### src/rtl/pmc_regs.vh
// Constants for the panel menu controller: register map, fields, keys,
// menu levels and indicator timing.
// Assumes inclusion by bare name from the rtl/ design files.
`ifndef PMC_REGS_VH
`define PMC_REGS_VH

// ****************************************************************
// APB register byte offsets
// ****************************************************************
`define PMC_OFS_CTRL      8'h00
`define PMC_OFS_STATUS    8'h04
`define PMC_OFS_PSEL      8'h08
`define PMC_OFS_PDATA     8'h0C
`define PMC_OFS_PATTR     8'h10
`define PMC_OFS_EDIT      8'h14

// ****************************************************************
// Field positions and reset values
// ****************************************************************
`define PMC_CTRL_SRC      0
`define PMC_CTRL_PROT_LO  1
`define PMC_CTRL_PROT_HI  2
`define PMC_CTRL_RST      3'h1
`define PMC_PROT_LOCK     2'h1
`define PMC_ATTR_RO       0
`define PMC_ATTR_STOP     1
`define PMC_ST_LEVEL_LO   0
`define PMC_ST_LEVEL_HI   1
`define PMC_ST_DIGIT_LO   2
`define PMC_ST_DIGIT_HI   3
`define PMC_ST_EDITABLE   4
`define PMC_ST_GROUP_LO   8
`define PMC_ST_CODE_LO    16

// ****************************************************************
// Key indices
// ****************************************************************
`define PMC_KEY_PROG      0
`define PMC_KEY_CONF      1
`define PMC_KEY_INC       2
`define PMC_KEY_DEC       3
`define PMC_KEY_SHIFT     4
`define PMC_KEY_RUN       5
`define PMC_KEY_STOP      6
`define PMC_NUM_KEYS      7

// ****************************************************************
// Menu levels
// ****************************************************************
`define PMC_LVL_IDLE      2'h0
`define PMC_LVL_GROUP     2'h1
`define PMC_LVL_CODE      2'h2
`define PMC_LVL_VALUE     2'h3

// ****************************************************************
// Indicator timing
// ****************************************************************
`define PMC_CLK_HZ        100000000
`define PMC_SLOW_HALF_MS  500
`define PMC_FAST_HALF_MS  100

`endif

### src/rtl/pmc_key_sync.v
// Key input conditioner: two-stage synchroniser and press detector.
// Assumes raw key levels from pins, active high, already debounced.
`timescale 1ns/1ps
`default_nettype none

module pmc_key_sync #(
    parameter N = 7
) (
    input  wire         clk,
    input  wire         rst_n,
    input  wire         ce,
    input  wire [N-1:0] key_in,
    output wire [N-1:0] press
);

    // ****************************************************************
    // Synchroniser stages
    // ****************************************************************
    reg [N-1:0] meta_q;
    reg [N-1:0] sync_q;
    reg [N-1:0] prev_q;

    genvar i;
    generate
        for (i = 0; i < N; i = i + 1) begin : g_key
            // Two flops then a history flop per key
            always @(posedge clk) begin
                if (!rst_n) begin
                    meta_q[i] <= 1'b0;
                    sync_q[i] <= 1'b0;
                    prev_q[i] <= 1'b0;
                end else if (ce) begin
                    meta_q[i] <= key_in[i];
                    sync_q[i] <= meta_q[i];
                    prev_q[i] <= sync_q[i];
                end
            end
            // One pulse per press
            assign press[i] = sync_q[i] & ~prev_q[i] & ce;
        end
    endgenerate

endmodule // pmc_key_sync

`default_nettype wire

### src/rtl/pmc_blink.v
// Flash timebase: slow and fast square waves for the indicators.
// Assumes one clock; half periods given in clock cycles.
`timescale 1ns/1ps
`default_nettype none

module pmc_blink #(
    parameter SLOW_HALF = 50000000,
    parameter FAST_HALF = 10000000
) (
    input  wire clk,
    input  wire rst_n,
    input  wire ce,
    output reg  slow_q,
    output reg  fast_q
);

    reg [31:0] slow_cnt_q;
    reg [31:0] fast_cnt_q;

    // ****************************************************************
    // Half-period counters
    // ****************************************************************
    always @(posedge clk) begin
        if (!rst_n) begin
            slow_cnt_q <= 32'h0;
            fast_cnt_q <= 32'h0;
            slow_q     <= 1'b0;
            fast_q     <= 1'b0;
        end else if (ce) begin
            if (slow_cnt_q >= SLOW_HALF - 1) begin
                slow_cnt_q <= 32'h0;
                slow_q     <= ~slow_q;
            end else begin
                slow_cnt_q <= slow_cnt_q + 32'h1;
            end
            if (fast_cnt_q >= FAST_HALF - 1) begin
                fast_cnt_q <= 32'h0;
                fast_q     <= ~fast_q;
            end else begin
                fast_cnt_q <= fast_cnt_q + 32'h1;
            end
        end
    end

endmodule // pmc_blink

`default_nettype wire

### src/rtl/pmc_top.v
// Front-panel menu controller for a motor drive: keypad menu, parameter
// store, run/stop/reset commands, indicator LEDs and an APB slave.
// Assumes debounced key pins and drive status from same-clock logic.
//
// Decided for this implementation: the register offsets and register access over APB.
`include "pmc_regs.vh"
`timescale 1ns/1ps
`default_nettype none

// Operation
// - Menu has three levels: group, function code, value.
// - Program key enters level one or steps back one level.
// - Confirm key accepts data or descends one level.
// - Increment/decrement step group, code or value by level.
// - Shift key moves the edit digit while editing a value.
// - Run key starts the drive when keypad is command source.
// - Stop key stops a running drive.
// - Stop key resets a faulted drive instead of stopping.
// - Confirm at value level saves, returns, selects next code.
// - Program at value level discards edit, keeps same code.
// - Value flashes only when editable; steady means refused.
// - Read-only codes never accept keypad changes.
// - Stop-only codes refuse edits while running.
module pmc_top #(
    parameter GROUP_W   = 3,
    parameter CODE_W    = 4,
    parameter VAL_W     = 16,
    parameter SLOW_HALF = `PMC_SLOW_HALF_MS * (`PMC_CLK_HZ / 1000),
    parameter FAST_HALF = `PMC_FAST_HALF_MS * (`PMC_CLK_HZ / 1000)
) (
    input  wire                     clk,
    input  wire                     rst_n,
    input  wire                     ce,
    input  wire [`PMC_NUM_KEYS-1:0] key_in,
    input  wire                     drive_running,
    input  wire                     drive_fault,
    input  wire                     drive_reverse,
    input  wire                     torque_mode,
    input  wire                     tuning_mode,
    input  wire                     psel,
    input  wire                     penable,
    input  wire                     pwrite,
    input  wire [7:0]               paddr,
    input  wire [31:0]              pwdata,
    output reg  [31:0]              prdata,
    output reg                      pready,
    output reg                      pslverr,
    output reg                      cmd_start_q,
    output reg                      cmd_stop_q,
    output reg                      cmd_fault_reset_q,
    output reg                      led_run_q,
    output reg                      led_dir_q,
    output reg                      led_fault_q,
    output reg  [1:0]               menu_level_q,
    output reg  [GROUP_W-1:0]       disp_group_q,
    output reg  [CODE_W-1:0]        disp_code_q,
    output reg  [VAL_W-1:0]         disp_value_q,
    output reg  [1:0]               disp_digit_q,
    output reg                      disp_flash_q
);

    localparam ADDR_W = GROUP_W + CODE_W;
    localparam DEPTH  = 1 << ADDR_W;
    localparam DIG_W  = 2;

    // ****************************************************************
    // Storage and state
    // ****************************************************************
    reg [VAL_W-1:0]   param_mem [0:DEPTH-1];
    reg [1:0]         attr_mem  [0:DEPTH-1];
    reg [2:0]         ctrl_q;
    reg [ADDR_W-1:0]  host_idx_q;
    reg [1:0]         level_q;
    reg [GROUP_W-1:0] group_q;
    reg [CODE_W-1:0]  code_q;
    reg [VAL_W-1:0]   edit_q;
    reg [DIG_W-1:0]   digit_q;

    wire [`PMC_NUM_KEYS-1:0] press;
    wire                     slow;
    wire                     fast;
    wire [ADDR_W-1:0]        sel_idx;
    wire [VAL_W-1:0]         step;
    wire                     editable;
    wire                     setup;
    wire                     wr_acc;
    wire                     keypad_src;

    // ****************************************************************
    // Sub-blocks
    // ****************************************************************
    pmc_key_sync #(
        .N (`PMC_NUM_KEYS)
    ) u_keys (
        .clk    (clk),
        .rst_n  (rst_n),
        .ce     (ce),
        .key_in (key_in),
        .press  (press)
    );

    pmc_blink #(
        .SLOW_HALF (SLOW_HALF),
        .FAST_HALF (FAST_HALF)
    ) u_blink (
        .clk    (clk),
        .rst_n  (rst_n),
        .ce     (ce),
        .slow_q (slow),
        .fast_q (fast)
    );

    // ****************************************************************
    // Edit permission
    // ****************************************************************
    // Decides whether a code may be changed now
    function can_edit;
        input [1:0] attr;
        input       running;
        input [1:0] prot;
        begin
            can_edit = !attr[`PMC_ATTR_RO]
                       && !(attr[`PMC_ATTR_STOP] && running)
                       && (prot != `PMC_PROT_LOCK);
        end
    endfunction

    // Selected code and digit step
    assign sel_idx    = {group_q, code_q};
    assign step       = {{(VAL_W-1){1'b0}}, 1'b1} << {digit_q, 2'b00};
    assign keypad_src = ctrl_q[`PMC_CTRL_SRC];
    assign editable   = can_edit(attr_mem[sel_idx], drive_running,
                                 ctrl_q[`PMC_CTRL_PROT_HI:`PMC_CTRL_PROT_LO]);

    assign setup  = psel & ~penable;
    assign wr_acc = psel & penable & pwrite & pready;

    // ****************************************************************
    // Menu navigation
    // ****************************************************************
    // three menu levels
    always @(posedge clk) begin
        if (!rst_n) begin
            level_q <= `PMC_LVL_IDLE;
            group_q <= {GROUP_W{1'b0}};
            code_q  <= {CODE_W{1'b0}};
            edit_q  <= {VAL_W{1'b0}};
            digit_q <= {DIG_W{1'b0}};
        end else if (ce) begin
            case (level_q)
                `PMC_LVL_IDLE: begin
                    if (press[`PMC_KEY_PROG]) begin
                        level_q <= `PMC_LVL_GROUP;
                    end
                end
                `PMC_LVL_GROUP: begin
                    if (press[`PMC_KEY_PROG]) begin
                        level_q <= `PMC_LVL_IDLE;
                    end else if (press[`PMC_KEY_CONF]) begin
                        level_q <= `PMC_LVL_CODE;
                        code_q  <= {CODE_W{1'b0}};
                    end else if (press[`PMC_KEY_INC]) begin
                        group_q <= group_q + {{(GROUP_W-1){1'b0}}, 1'b1};
                    end else if (press[`PMC_KEY_DEC]) begin
                        group_q <= group_q - {{(GROUP_W-1){1'b0}}, 1'b1};
                    end
                end
                `PMC_LVL_CODE: begin
                    if (press[`PMC_KEY_PROG]) begin
                        level_q <= `PMC_LVL_GROUP;
                    end else if (press[`PMC_KEY_CONF]) begin
                        level_q <= `PMC_LVL_VALUE;
                        edit_q  <= param_mem[sel_idx];
                        digit_q <= {DIG_W{1'b0}};
                    end else if (press[`PMC_KEY_INC]) begin
                        code_q <= code_q + {{(CODE_W-1){1'b0}}, 1'b1};
                    end else if (press[`PMC_KEY_DEC]) begin
                        code_q <= code_q - {{(CODE_W-1){1'b0}}, 1'b1};
                    end
                end
                `PMC_LVL_VALUE: begin
                    if (press[`PMC_KEY_PROG]) begin
                        level_q <= `PMC_LVL_CODE;
                    end else if (press[`PMC_KEY_CONF]) begin
                        level_q <= `PMC_LVL_CODE;
                        code_q  <= code_q + {{(CODE_W-1){1'b0}}, 1'b1};
                    end else if (press[`PMC_KEY_INC] && editable) begin
                        edit_q <= edit_q + step;
                    end else if (press[`PMC_KEY_DEC] && editable) begin
                        edit_q <= edit_q - step;
                    end else if (press[`PMC_KEY_SHIFT] && editable) begin
                        digit_q <= digit_q + {{(DIG_W-1){1'b0}}, 1'b1};
                    end
                end
                default: begin
                    level_q <= `PMC_LVL_IDLE;
                end
            endcase
        end
    end

    // ****************************************************************
    // Parameter store
    // ****************************************************************
    // Keypad save wins over a host data write in the same cycle; store holds no reset
    always @(posedge clk) begin
        if (rst_n && ce) begin
            if (level_q == `PMC_LVL_VALUE && press[`PMC_KEY_CONF]
                && editable) begin
                param_mem[sel_idx] <= edit_q;
            end else if (wr_acc && paddr == `PMC_OFS_PDATA) begin
                param_mem[host_idx_q] <= pwdata[VAL_W-1:0];
            end
            if (wr_acc && paddr == `PMC_OFS_PATTR) begin
                attr_mem[host_idx_q] <= pwdata[1:0];
            end
        end
    end

    // ****************************************************************
    // Drive commands
    // ****************************************************************
    // One-cycle command pulses
    always @(posedge clk) begin
        if (!rst_n) begin
            cmd_start_q       <= 1'b0;
            cmd_stop_q        <= 1'b0;
            cmd_fault_reset_q <= 1'b0;
        end else if (ce) begin
            cmd_start_q <= press[`PMC_KEY_RUN] && keypad_src
                           && !drive_running && !drive_fault;
            cmd_fault_reset_q <= press[`PMC_KEY_STOP] && drive_fault;
            cmd_stop_q <= press[`PMC_KEY_STOP] && !drive_fault
                          && drive_running;
        end else begin
            cmd_start_q       <= 1'b0;
            cmd_stop_q        <= 1'b0;
            cmd_fault_reset_q <= 1'b0;
        end
    end

    // ****************************************************************
    // Indicators and display
    // ****************************************************************
    // Registered LED and display outputs
    always @(posedge clk) begin
        if (!rst_n) begin
            led_run_q    <= 1'b0;
            led_dir_q    <= 1'b0;
            led_fault_q  <= 1'b0;
            menu_level_q <= `PMC_LVL_IDLE;
            disp_group_q <= {GROUP_W{1'b0}};
            disp_code_q  <= {CODE_W{1'b0}};
            disp_value_q <= {VAL_W{1'b0}};
            disp_digit_q <= 2'h0;
            disp_flash_q <= 1'b0;
        end else if (ce) begin
            led_run_q <= drive_running;
            led_dir_q <= drive_reverse;
            if (drive_fault) begin
                led_fault_q <= fast;
            end else if (tuning_mode) begin
                led_fault_q <= slow;
            end else begin
                led_fault_q <= torque_mode;
            end
            menu_level_q <= level_q;
            disp_group_q <= group_q;
            disp_code_q  <= code_q;
            disp_value_q <= edit_q;
            disp_digit_q <= digit_q;
            disp_flash_q <= (level_q == `PMC_LVL_VALUE) && editable;
        end
    end

    // ****************************************************************
    // APB slave
    // ****************************************************************
    // Control and index registers
    always @(posedge clk) begin
        if (!rst_n) begin
            ctrl_q     <= `PMC_CTRL_RST;
            host_idx_q <= {ADDR_W{1'b0}};
        end else if (ce && wr_acc) begin
            if (paddr == `PMC_OFS_CTRL) begin
                ctrl_q <= pwdata[2:0];
            end
            if (paddr == `PMC_OFS_PSEL) begin
                host_idx_q <= pwdata[ADDR_W-1:0];
            end
        end
    end

    // Read data and error latched in setup, zero wait access
    always @(posedge clk) begin
        if (!rst_n) begin
            prdata  <= 32'h0;
            pready  <= 1'b0;
            pslverr <= 1'b0;
        end else if (ce) begin
            pready <= setup;
            if (setup) begin
                prdata  <= 32'h0;
                pslverr <= 1'b0;
                case (paddr)
                    `PMC_OFS_CTRL: begin
                        prdata[2:0] <= ctrl_q;
                    end
                    `PMC_OFS_STATUS: begin
                        prdata[`PMC_ST_LEVEL_HI:`PMC_ST_LEVEL_LO] <= level_q;
                        prdata[`PMC_ST_DIGIT_HI:`PMC_ST_DIGIT_LO] <= digit_q;
                        prdata[`PMC_ST_EDITABLE] <= editable;
                        prdata[`PMC_ST_GROUP_LO +: GROUP_W] <= group_q;
                        prdata[`PMC_ST_CODE_LO +: CODE_W]   <= code_q;
                    end
                    `PMC_OFS_PSEL: begin
                        prdata[ADDR_W-1:0] <= host_idx_q;
                    end
                    `PMC_OFS_PDATA: begin
                        prdata[VAL_W-1:0] <= param_mem[host_idx_q];
                    end
                    `PMC_OFS_PATTR: begin
                        prdata[1:0] <= attr_mem[host_idx_q];
                    end
                    `PMC_OFS_EDIT: begin
                        prdata[VAL_W-1:0] <= edit_q;
                    end
                    default: begin
                        pslverr <= 1'b1;
                    end
                endcase
            end
        end else begin
            pready <= 1'b0;
        end
    end

endmodule // pmc_top

`default_nettype wire

### config.mk
export PLATFORM = sky130hd
export DESIGN_NAME = pmc_top
export DESIGN_NICKNAME = d
export VERILOG_FILES = /design/src/rtl/pmc_key_sync.v /design/src/rtl/pmc_blink.v /design/src/rtl/pmc_top.v
export VERILOG_INCLUDE_DIRS = /design/src /design/src/rtl
export SDC_FILE = /design/constraint.sdc
export NUM_CORES = 2
export LEC_CHECK = 0
export BUFFER_PORTS_ARGS = -buffer_cell sky130_fd_sc_hd__buf_2
export CAP_MARGIN = 20
export CORE_ASPECT_RATIO = 1.75
export CORE_MARGIN = 2
export CORE_UTILIZATION = 30
export DETAILED_ROUTE_END_ITERATION = 10
export PLACE_DENSITY = 0.48
export SYNTH_ARGS = -nofsm -noshare
export SYNTH_HDL_FRONTEND = slang
export SYNTH_SLANG_ARGS = --single-unit
### constraint.sdc
create_clock -name clk -period 13.1 [get_ports clk]
set_input_delay 1.31 -clock clk [delete_from_list [all_inputs] [get_ports clk]]
set_output_delay 1.31 -clock clk [all_outputs]
set_load 0.01 [all_outputs]
## After elaboration in Yosys (flattened, before gate mapping)

Memories as Yosys holds them, arrays and structs flattened. A register that Yosys moved wholly into a read port is not among the register bits.
Index checks and enable logic that the tools add are counted.

| word-level totals | value |
|---|---|
| register bits after elaboration | 180 |
| bits in writable memories | 2304 |
| input bits | 58 |
| word-level logic and storage cells | 219 |
| memories | 2 |

| cells by class | value |
|---|---|
| $add $sub $neg | 9 |
| magnitude comparators | 2 |
| equality and inequality tests | 24 |
| shift-type cells | 1 |
| mux-type cells | 63 |
| bitwise logic cells | 30 |
| reductions and logical operators | 41 |

Memories:

| memory | depth | width | rd ports | clocked after memory_dff | wr ports | RTL line | text |
|---|---|---|---|---|---|---|---|
| param_mem | 128 | 16 | 2 | 1 | 1 | pmc_top.v:69 | `reg [VAL_W-1:0] param_mem [0:DEPTH-1];` |
| attr_mem | 128 | 2 | 2 | 1 | 1 | pmc_top.v:70 | `reg [1:0] attr_mem [0:DEPTH-1];` |

Operators by type and width:

| operator | count |
|---|---|
| 2-to-1 mux 16 bit | 7 |
| adder 32 x 1 -> 32 bit, second input constant | 2 |
| 2-to-1 mux 32 bit | 2 |
| 2-to-1 mux 4 bit | 9 |
| 2-to-1 mux 7 bit | 5 |
| >= comparator 32 x 24 -> 1 bit, second input constant | 1 |
| >= comparator 32 x 26 -> 1 bit, second input constant | 1 |
| case mux 16 bit (2 select lines) | 1 |
| 2-to-1 mux 2 bit | 13 |
| != test 2 bit, second input constant | 12 |
| logical AND 1 bit | 19 |
| bitwise AND 1 bit | 18 |
| AND reduction 9 bit | 2 |
| adder 16 bit | 1 |
| equality test 8 x 4 -> 1 bit, second input constant | 2 |
| equality test 8 x 5 -> 1 bit, second input constant | 2 |
| case mux 2 bit (4 select lines) | 2 |
| OR reduction 16 bit | 1 |
| << shifter 1 x 4 -> 16 bit, first input constant | 1 |
| subtractor 16 bit | 1 |
| 2-to-1 mux 1 bit | 14 |
| NOT 1 bit | 12 |
| case mux 2 bit (6 select lines) | 1 |
| case mux 4 bit (3 select lines) | 1 |
| 27 further kinds | 40 |

## Longest topological paths before layout

An unclocked memory read counts as a cell.

| logic depth | value |
|---|---|
| word-level depth | 12 |
| mapped depth | 26 |
| depth with buffers taken out | 20 |

## Modules after synthesis

From an unflattened synthesis, not the netlist that was laid out.

| second synthesis, totals | value |
|---|---|
| cell total of the unflattened synthesis | 5744 |
| area total of the unflattened synthesis | 116566.8 sq um |

By module, submodules not included:

| module | instances | cells an instance | area each (sq um) | sequential area each (sq um) |
|---|---|---|---|---|
| pmc_top | 1 | 5303 | 112593.0 | 71188.3 |
| pmc_blink | 1 | 365 | 3104.2 | 1321.3 |
| pmc_key_sync | 1 | 76 | 869.6 | 420.4 |

## Worst setup path after synthesis

Ideal clock, no wire load.

| timing path | value |
|---|---|
| kind | reg2reg |
| from | register code_q[0] |
| to | memory param_mem[0][5], data pin |
| setup time | 1.197 ns |
| arrival | 7.936 ns |
| required time | 11.903 ns |
| slack | 3.967 ns |
| cell stages (with the launch flop) | 16 |
| path buffers | 8 |
| clock period less this slack | 9.133 ns |
| cells stage by stage | dfxtp_1 -> buf_6 -> buf_12 -> buf_12 -> buf_6 -> mux4_2 -> a22oi_1 -> a31oi_1 -> o2111ai_2 -> and4_4 -> buf_6 -> a311oi_4 -> buf_4 -> buf_4 -> buf_4 -> o21ai_0 |

| on the way | value |
|---|---|
| longest elaborated chain between the ends | 11 |

Ends and longest elaborated chain:

| what | RTL line | text |
|---|---|---|
| from (decl) | pmc_top.v:75 | `reg [CODE_W-1:0] code_q;` |
| from (signal assigned) | pmc_top.v:146 | `code_q <= {CODE_W{1'b0}};` |
| from (signal assigned) | pmc_top.v:161 | `code_q <= {CODE_W{1'b0}};` |
| from (signal assigned) | pmc_top.v:176 | `code_q <= code_q + {{(CODE_W-1){1'b0}}, 1'b1};` |
| memory read (128 x 2 bit) (*) | - |  |
| logical AND 1 bit | pmc_top.v:123 | `` && !(attr[`PMC_ATTR_STOP] && running) `` |
| zero test 1 bit | pmc_top.v:123 |  |
| logical AND 1 bit (*) (2 in series) | pmc_top.v:122 | `` can_edit = !attr[`PMC_ATTR_RO] `` |
| logical AND 1 bit (*) | pmc_top.v:208 | `` if (level_q == `PMC_LVL_VALUE && press[`PMC_KEY_CONF] `` |
| 2-to-1 mux 1 bit (*) | pmc_top.v:208 |  |
| 2-to-1 mux 1 bit (*) | pmc_top.v:207 | `if (rst_n && ce) begin` |
| 2-to-1 mux 1 bit (not written as such) (*) | pmc_top.v:212 | `param_mem[host_idx_q] <= pwdata[VAL_W-1:0];` |
| OR reduction 16 bit (no line) (*) | - |  |
| 2-to-1 mux 16 bit (no line) (*) | - |  |
| to (decl) | pmc_top.v:69 |  |

Mark *: on every way between the ends. The rest lies on a longest branch, timed or not.

## Worst setup path after layout

| timing path | value |
|---|---|
| from | register code_q[1] |
| to | memory param_mem[119][8] (enable) |

| on the way | value |
|---|---|
| longest elaborated chain between the ends | 11 |

Ends and longest elaborated chain:

| what | RTL line |
|---|---|
| memory read (128 x 2 bit) | - |
| logical AND 1 bit | pmc_top.v:123 |
| zero test 1 bit | pmc_top.v:123 |
| logical AND 1 bit (2 in series) | pmc_top.v:122 |
| logical AND 1 bit | pmc_top.v:208 |
| 2-to-1 mux 1 bit | pmc_top.v:208 |
| 2-to-1 mux 1 bit | pmc_top.v:207 |
| 2-to-1 mux 1 bit (not written as such) | pmc_top.v:212 |
| OR reduction 16 bit (no line) | - |
| 2-to-1 mux 7 bit (no line) or 2-to-1 mux 1 bit (tied branches) | - |

Parallel ways exist; a longest one is shown, timed or not.

==> results.ini <==
[worst_hold_path]
hold_path.class = flop to flop

[sta]
setup_violations = 0
fin_skew_ps = 72.0
rsz0062_at_grt = no
hold_viol_final = 0
max_freq_mhz = 135
fin_crit_sh_pct = 56.5
worst_slew_pin_slew_ps = 1360
finalMaxSlewViolations = 0
min_period_ps = 7400
fin_setup_tns_ps = 0
relSlewSlack_pct = 8.93

[clocking]
post_cts_buffers = 0
ctsHoldBuffers = 0
clk_pin_slew_ps = 70
insertion_delay_ps = 960
h-tree-depth = 4
cts_buffer_depth = 4
tritoncts = yes
ctsResizeCount = 0
cts-root-buf = clkbuf_16
cts_sinks = 2491
cts_inserted_buffers = 229

[critical_path]
critPathLaunchType = flop
path_max_fanout = 35
arrival_ps = 7980
end_kind = flop
crit_required_ps = 13680
critical_path_class = flop to flop

[run]
drv_cap = 0

[floorplanning]
core_sq_mm = 0.391
die_h_um = 832
start_util_pct = 30.1
die_x_um = 477
ioPinCount = 126
dieArea_sq_mm = 0.397
rows = 304

[route]
ant_nets = 0
drc_errors = 0
firstDrtPassIters = 6
finalWirelength_um = 438000
wl_met2_um = 231000
top_layer = met5
vias = 69626
drt-met1-wl_um = 149000
dr_wl_met3_um = 22200
via_per_inst = 5.68
wl_per_cell_um = 35.7
drtIter0Drc = 7122

[logic_synthesis]
syn_avg_cell_area_sq_um = 17.6
seq_area_frac_synth_pct = 62.1
synthArstFlopShare_pct = 0
ys_ff_latch = 2491
ys_warn_count = 0
ys_types = 98
syn_area_sq_mm = 0.117
ys.flop_type = edfxtp_1
synth_edf_count = 2304
synth_cells = 6672

[final_layout]
post-route-util_pct = 33.8
fill_cells = 37231
final_common_cell = edfxtp_1
drive_gt1_share_pct = 28.8
syn_to_final_growth_pct = 12.5
final_cell_mix = edfxtp_1, mux4_2, mux2i_1
nets = 6839

[global_route]
grt_max_degree = 109
grt_pass1_vias = 71948
antenna_found_initial = 42
grt_first_pass_wirelength_um = 594000
track_usage_pct = 21.5
gr-total-overflow = 0

[placement]
dp_hpwl_um = 275000
portBuffers = 97
gp_congestion = 0.872

[power]
cellPowerDensity_mw_per_mm2 = 116
p_leak_nw = 40.9
ir_drop_mv = 0.115

[run_status]
status = completed

==> state kept, by name, indices dropped and copies added, names as in the netlist, 2 cells and up, named ones only <==
signal / flops
param_mem: 2048
attr_mem: 256
u_blink.fast_cnt_q: 32
u_blink.slow_cnt_q: 32
prdata: 20
disp_value_q: 16
edit_q: 16
host_idx_q: 7
u_keys.meta_q: 7
u_keys.prev_q: 7
u_keys.sync_q: 7
code_q: 4
disp_code_q: 4
ctrl_q: 3
disp_group_q: 3
group_q: 3
digit_q: 2
disp_digit_q: 2
level_q: 2
menu_level_q: 2
==> synthesized netlist by cell type (all sizes together) (37+ instances only) <==
cell | n | share of area, %
a21oi | 217 | 0.95
buf | 246 | 1.4
clkbuf | 291 | 0.93
dfxtp | 187 | 3.2
edfxtp | 2304 | 59
mux2i | 605 | 5.2
mux4 | 1095 | 21
nand2 | 198 | 0.64
nand3 | 53 | 0.23
nor2 | 562 | 1.8
nor3 | 86 | 0.37
o21ai | 51 | 0.23
o221ai | 210 | 1.6
o22ai | 149 | 0.79
xor2 | 37 | 0.28
==> worst paths after layout <==
| check | start | endpoint | slack (ps) | cells past startpoint |
|---|---|---|---|---|
| max | code_q[1] | param_mem[119][8] | 5700 | 14 |
| min | prdata[19] | prdata[19] | 450 | 2 |
| max reg2reg | code_q[1] | param_mem[119][8] | 5700 | 14 |
| min reg2reg | prdata[19] | prdata[19] | 450 | 2 |
==> through the flow <==
stage | area (sq um) | setup WS [ps] | std cells | power (W) | hold WS (ps)
2_1_floorplan | 117000 | 3970 | 6683 | 0.00878 | 432
6_report | 132000 | 5700 | 12254 | 0.0154 | 453
4_1_cts | 132000 | 5740 | 12139 | 0.0155 | 452
5_1_grt | 132000 | 5420 | 12240 | 0.0158 | 484
3_3_place_gp | 125000 | 5760 | 11727 | 0.00881 | 443
3_5_place_dp | 125000 | 5780 | 11732 | 0.00882 | 442
==> metal layers <==
metal,up-vias,global-route usage [%]
met5,-,0
met4,4,16.8
met3,900,2.28
met2,2881,38.6
met1,37653,23.0
li1,28188,-
==> cell families after synthesis <==
family          Yosys count  share of synthesized area (%)
buf+inv                 565                           2.41
simple gates           1029                           3.79
xor+xnor                 59                          0.440
other cells               1                        0.00319
compound gates          794                           4.75
flops                  2491                           62.1
fa+ha+maj                20                          0.217
mux                    1713                           26.3
==> critical path, cell delays in order, from the launching register on <==
cell and delay (ps):
dfxtp_4 620, buf_4 610, nand2b_4 510, buf_4 650, o22ai_1 190, or4_1 500, a32oi_1 420, or4b_4 230
nand4_2 430, o41ai_2 710, inv_2 120, or2_1 260, buf_4 270, nor2_2 880, buf_4 440
==> cell type report <==
cell class / count / area (sq um) / share of cell area (%)
Clock inverter: 120 / 1080 / 0.814
Clock buffer: 287 / 6050 / 4.58
Multi-Input combinational cell: 3627 / 42200 / 32.0
Antenna cell: 114 / 285 / 0.216
Sequential cell: 2491 / 73000 / 55.2
Tap cell: 5202 / 6510 / 4.92
Timing Repair Buffer: 385 / 2900 / 2.20
Inverter: 28 / 114 / 0.0862
==> where the power goes <==
group	total, W	switching, W	internal [W]
Clock	0.00674	0.00312	0.00363
Combinational	0.0000732	0.0000521	0.0000211
Sequential	0.00857	0.00000418	0.00856
Total	0.0154	0.00317	0.0122
Note: power is estimated with default switching activity, not from simulation.
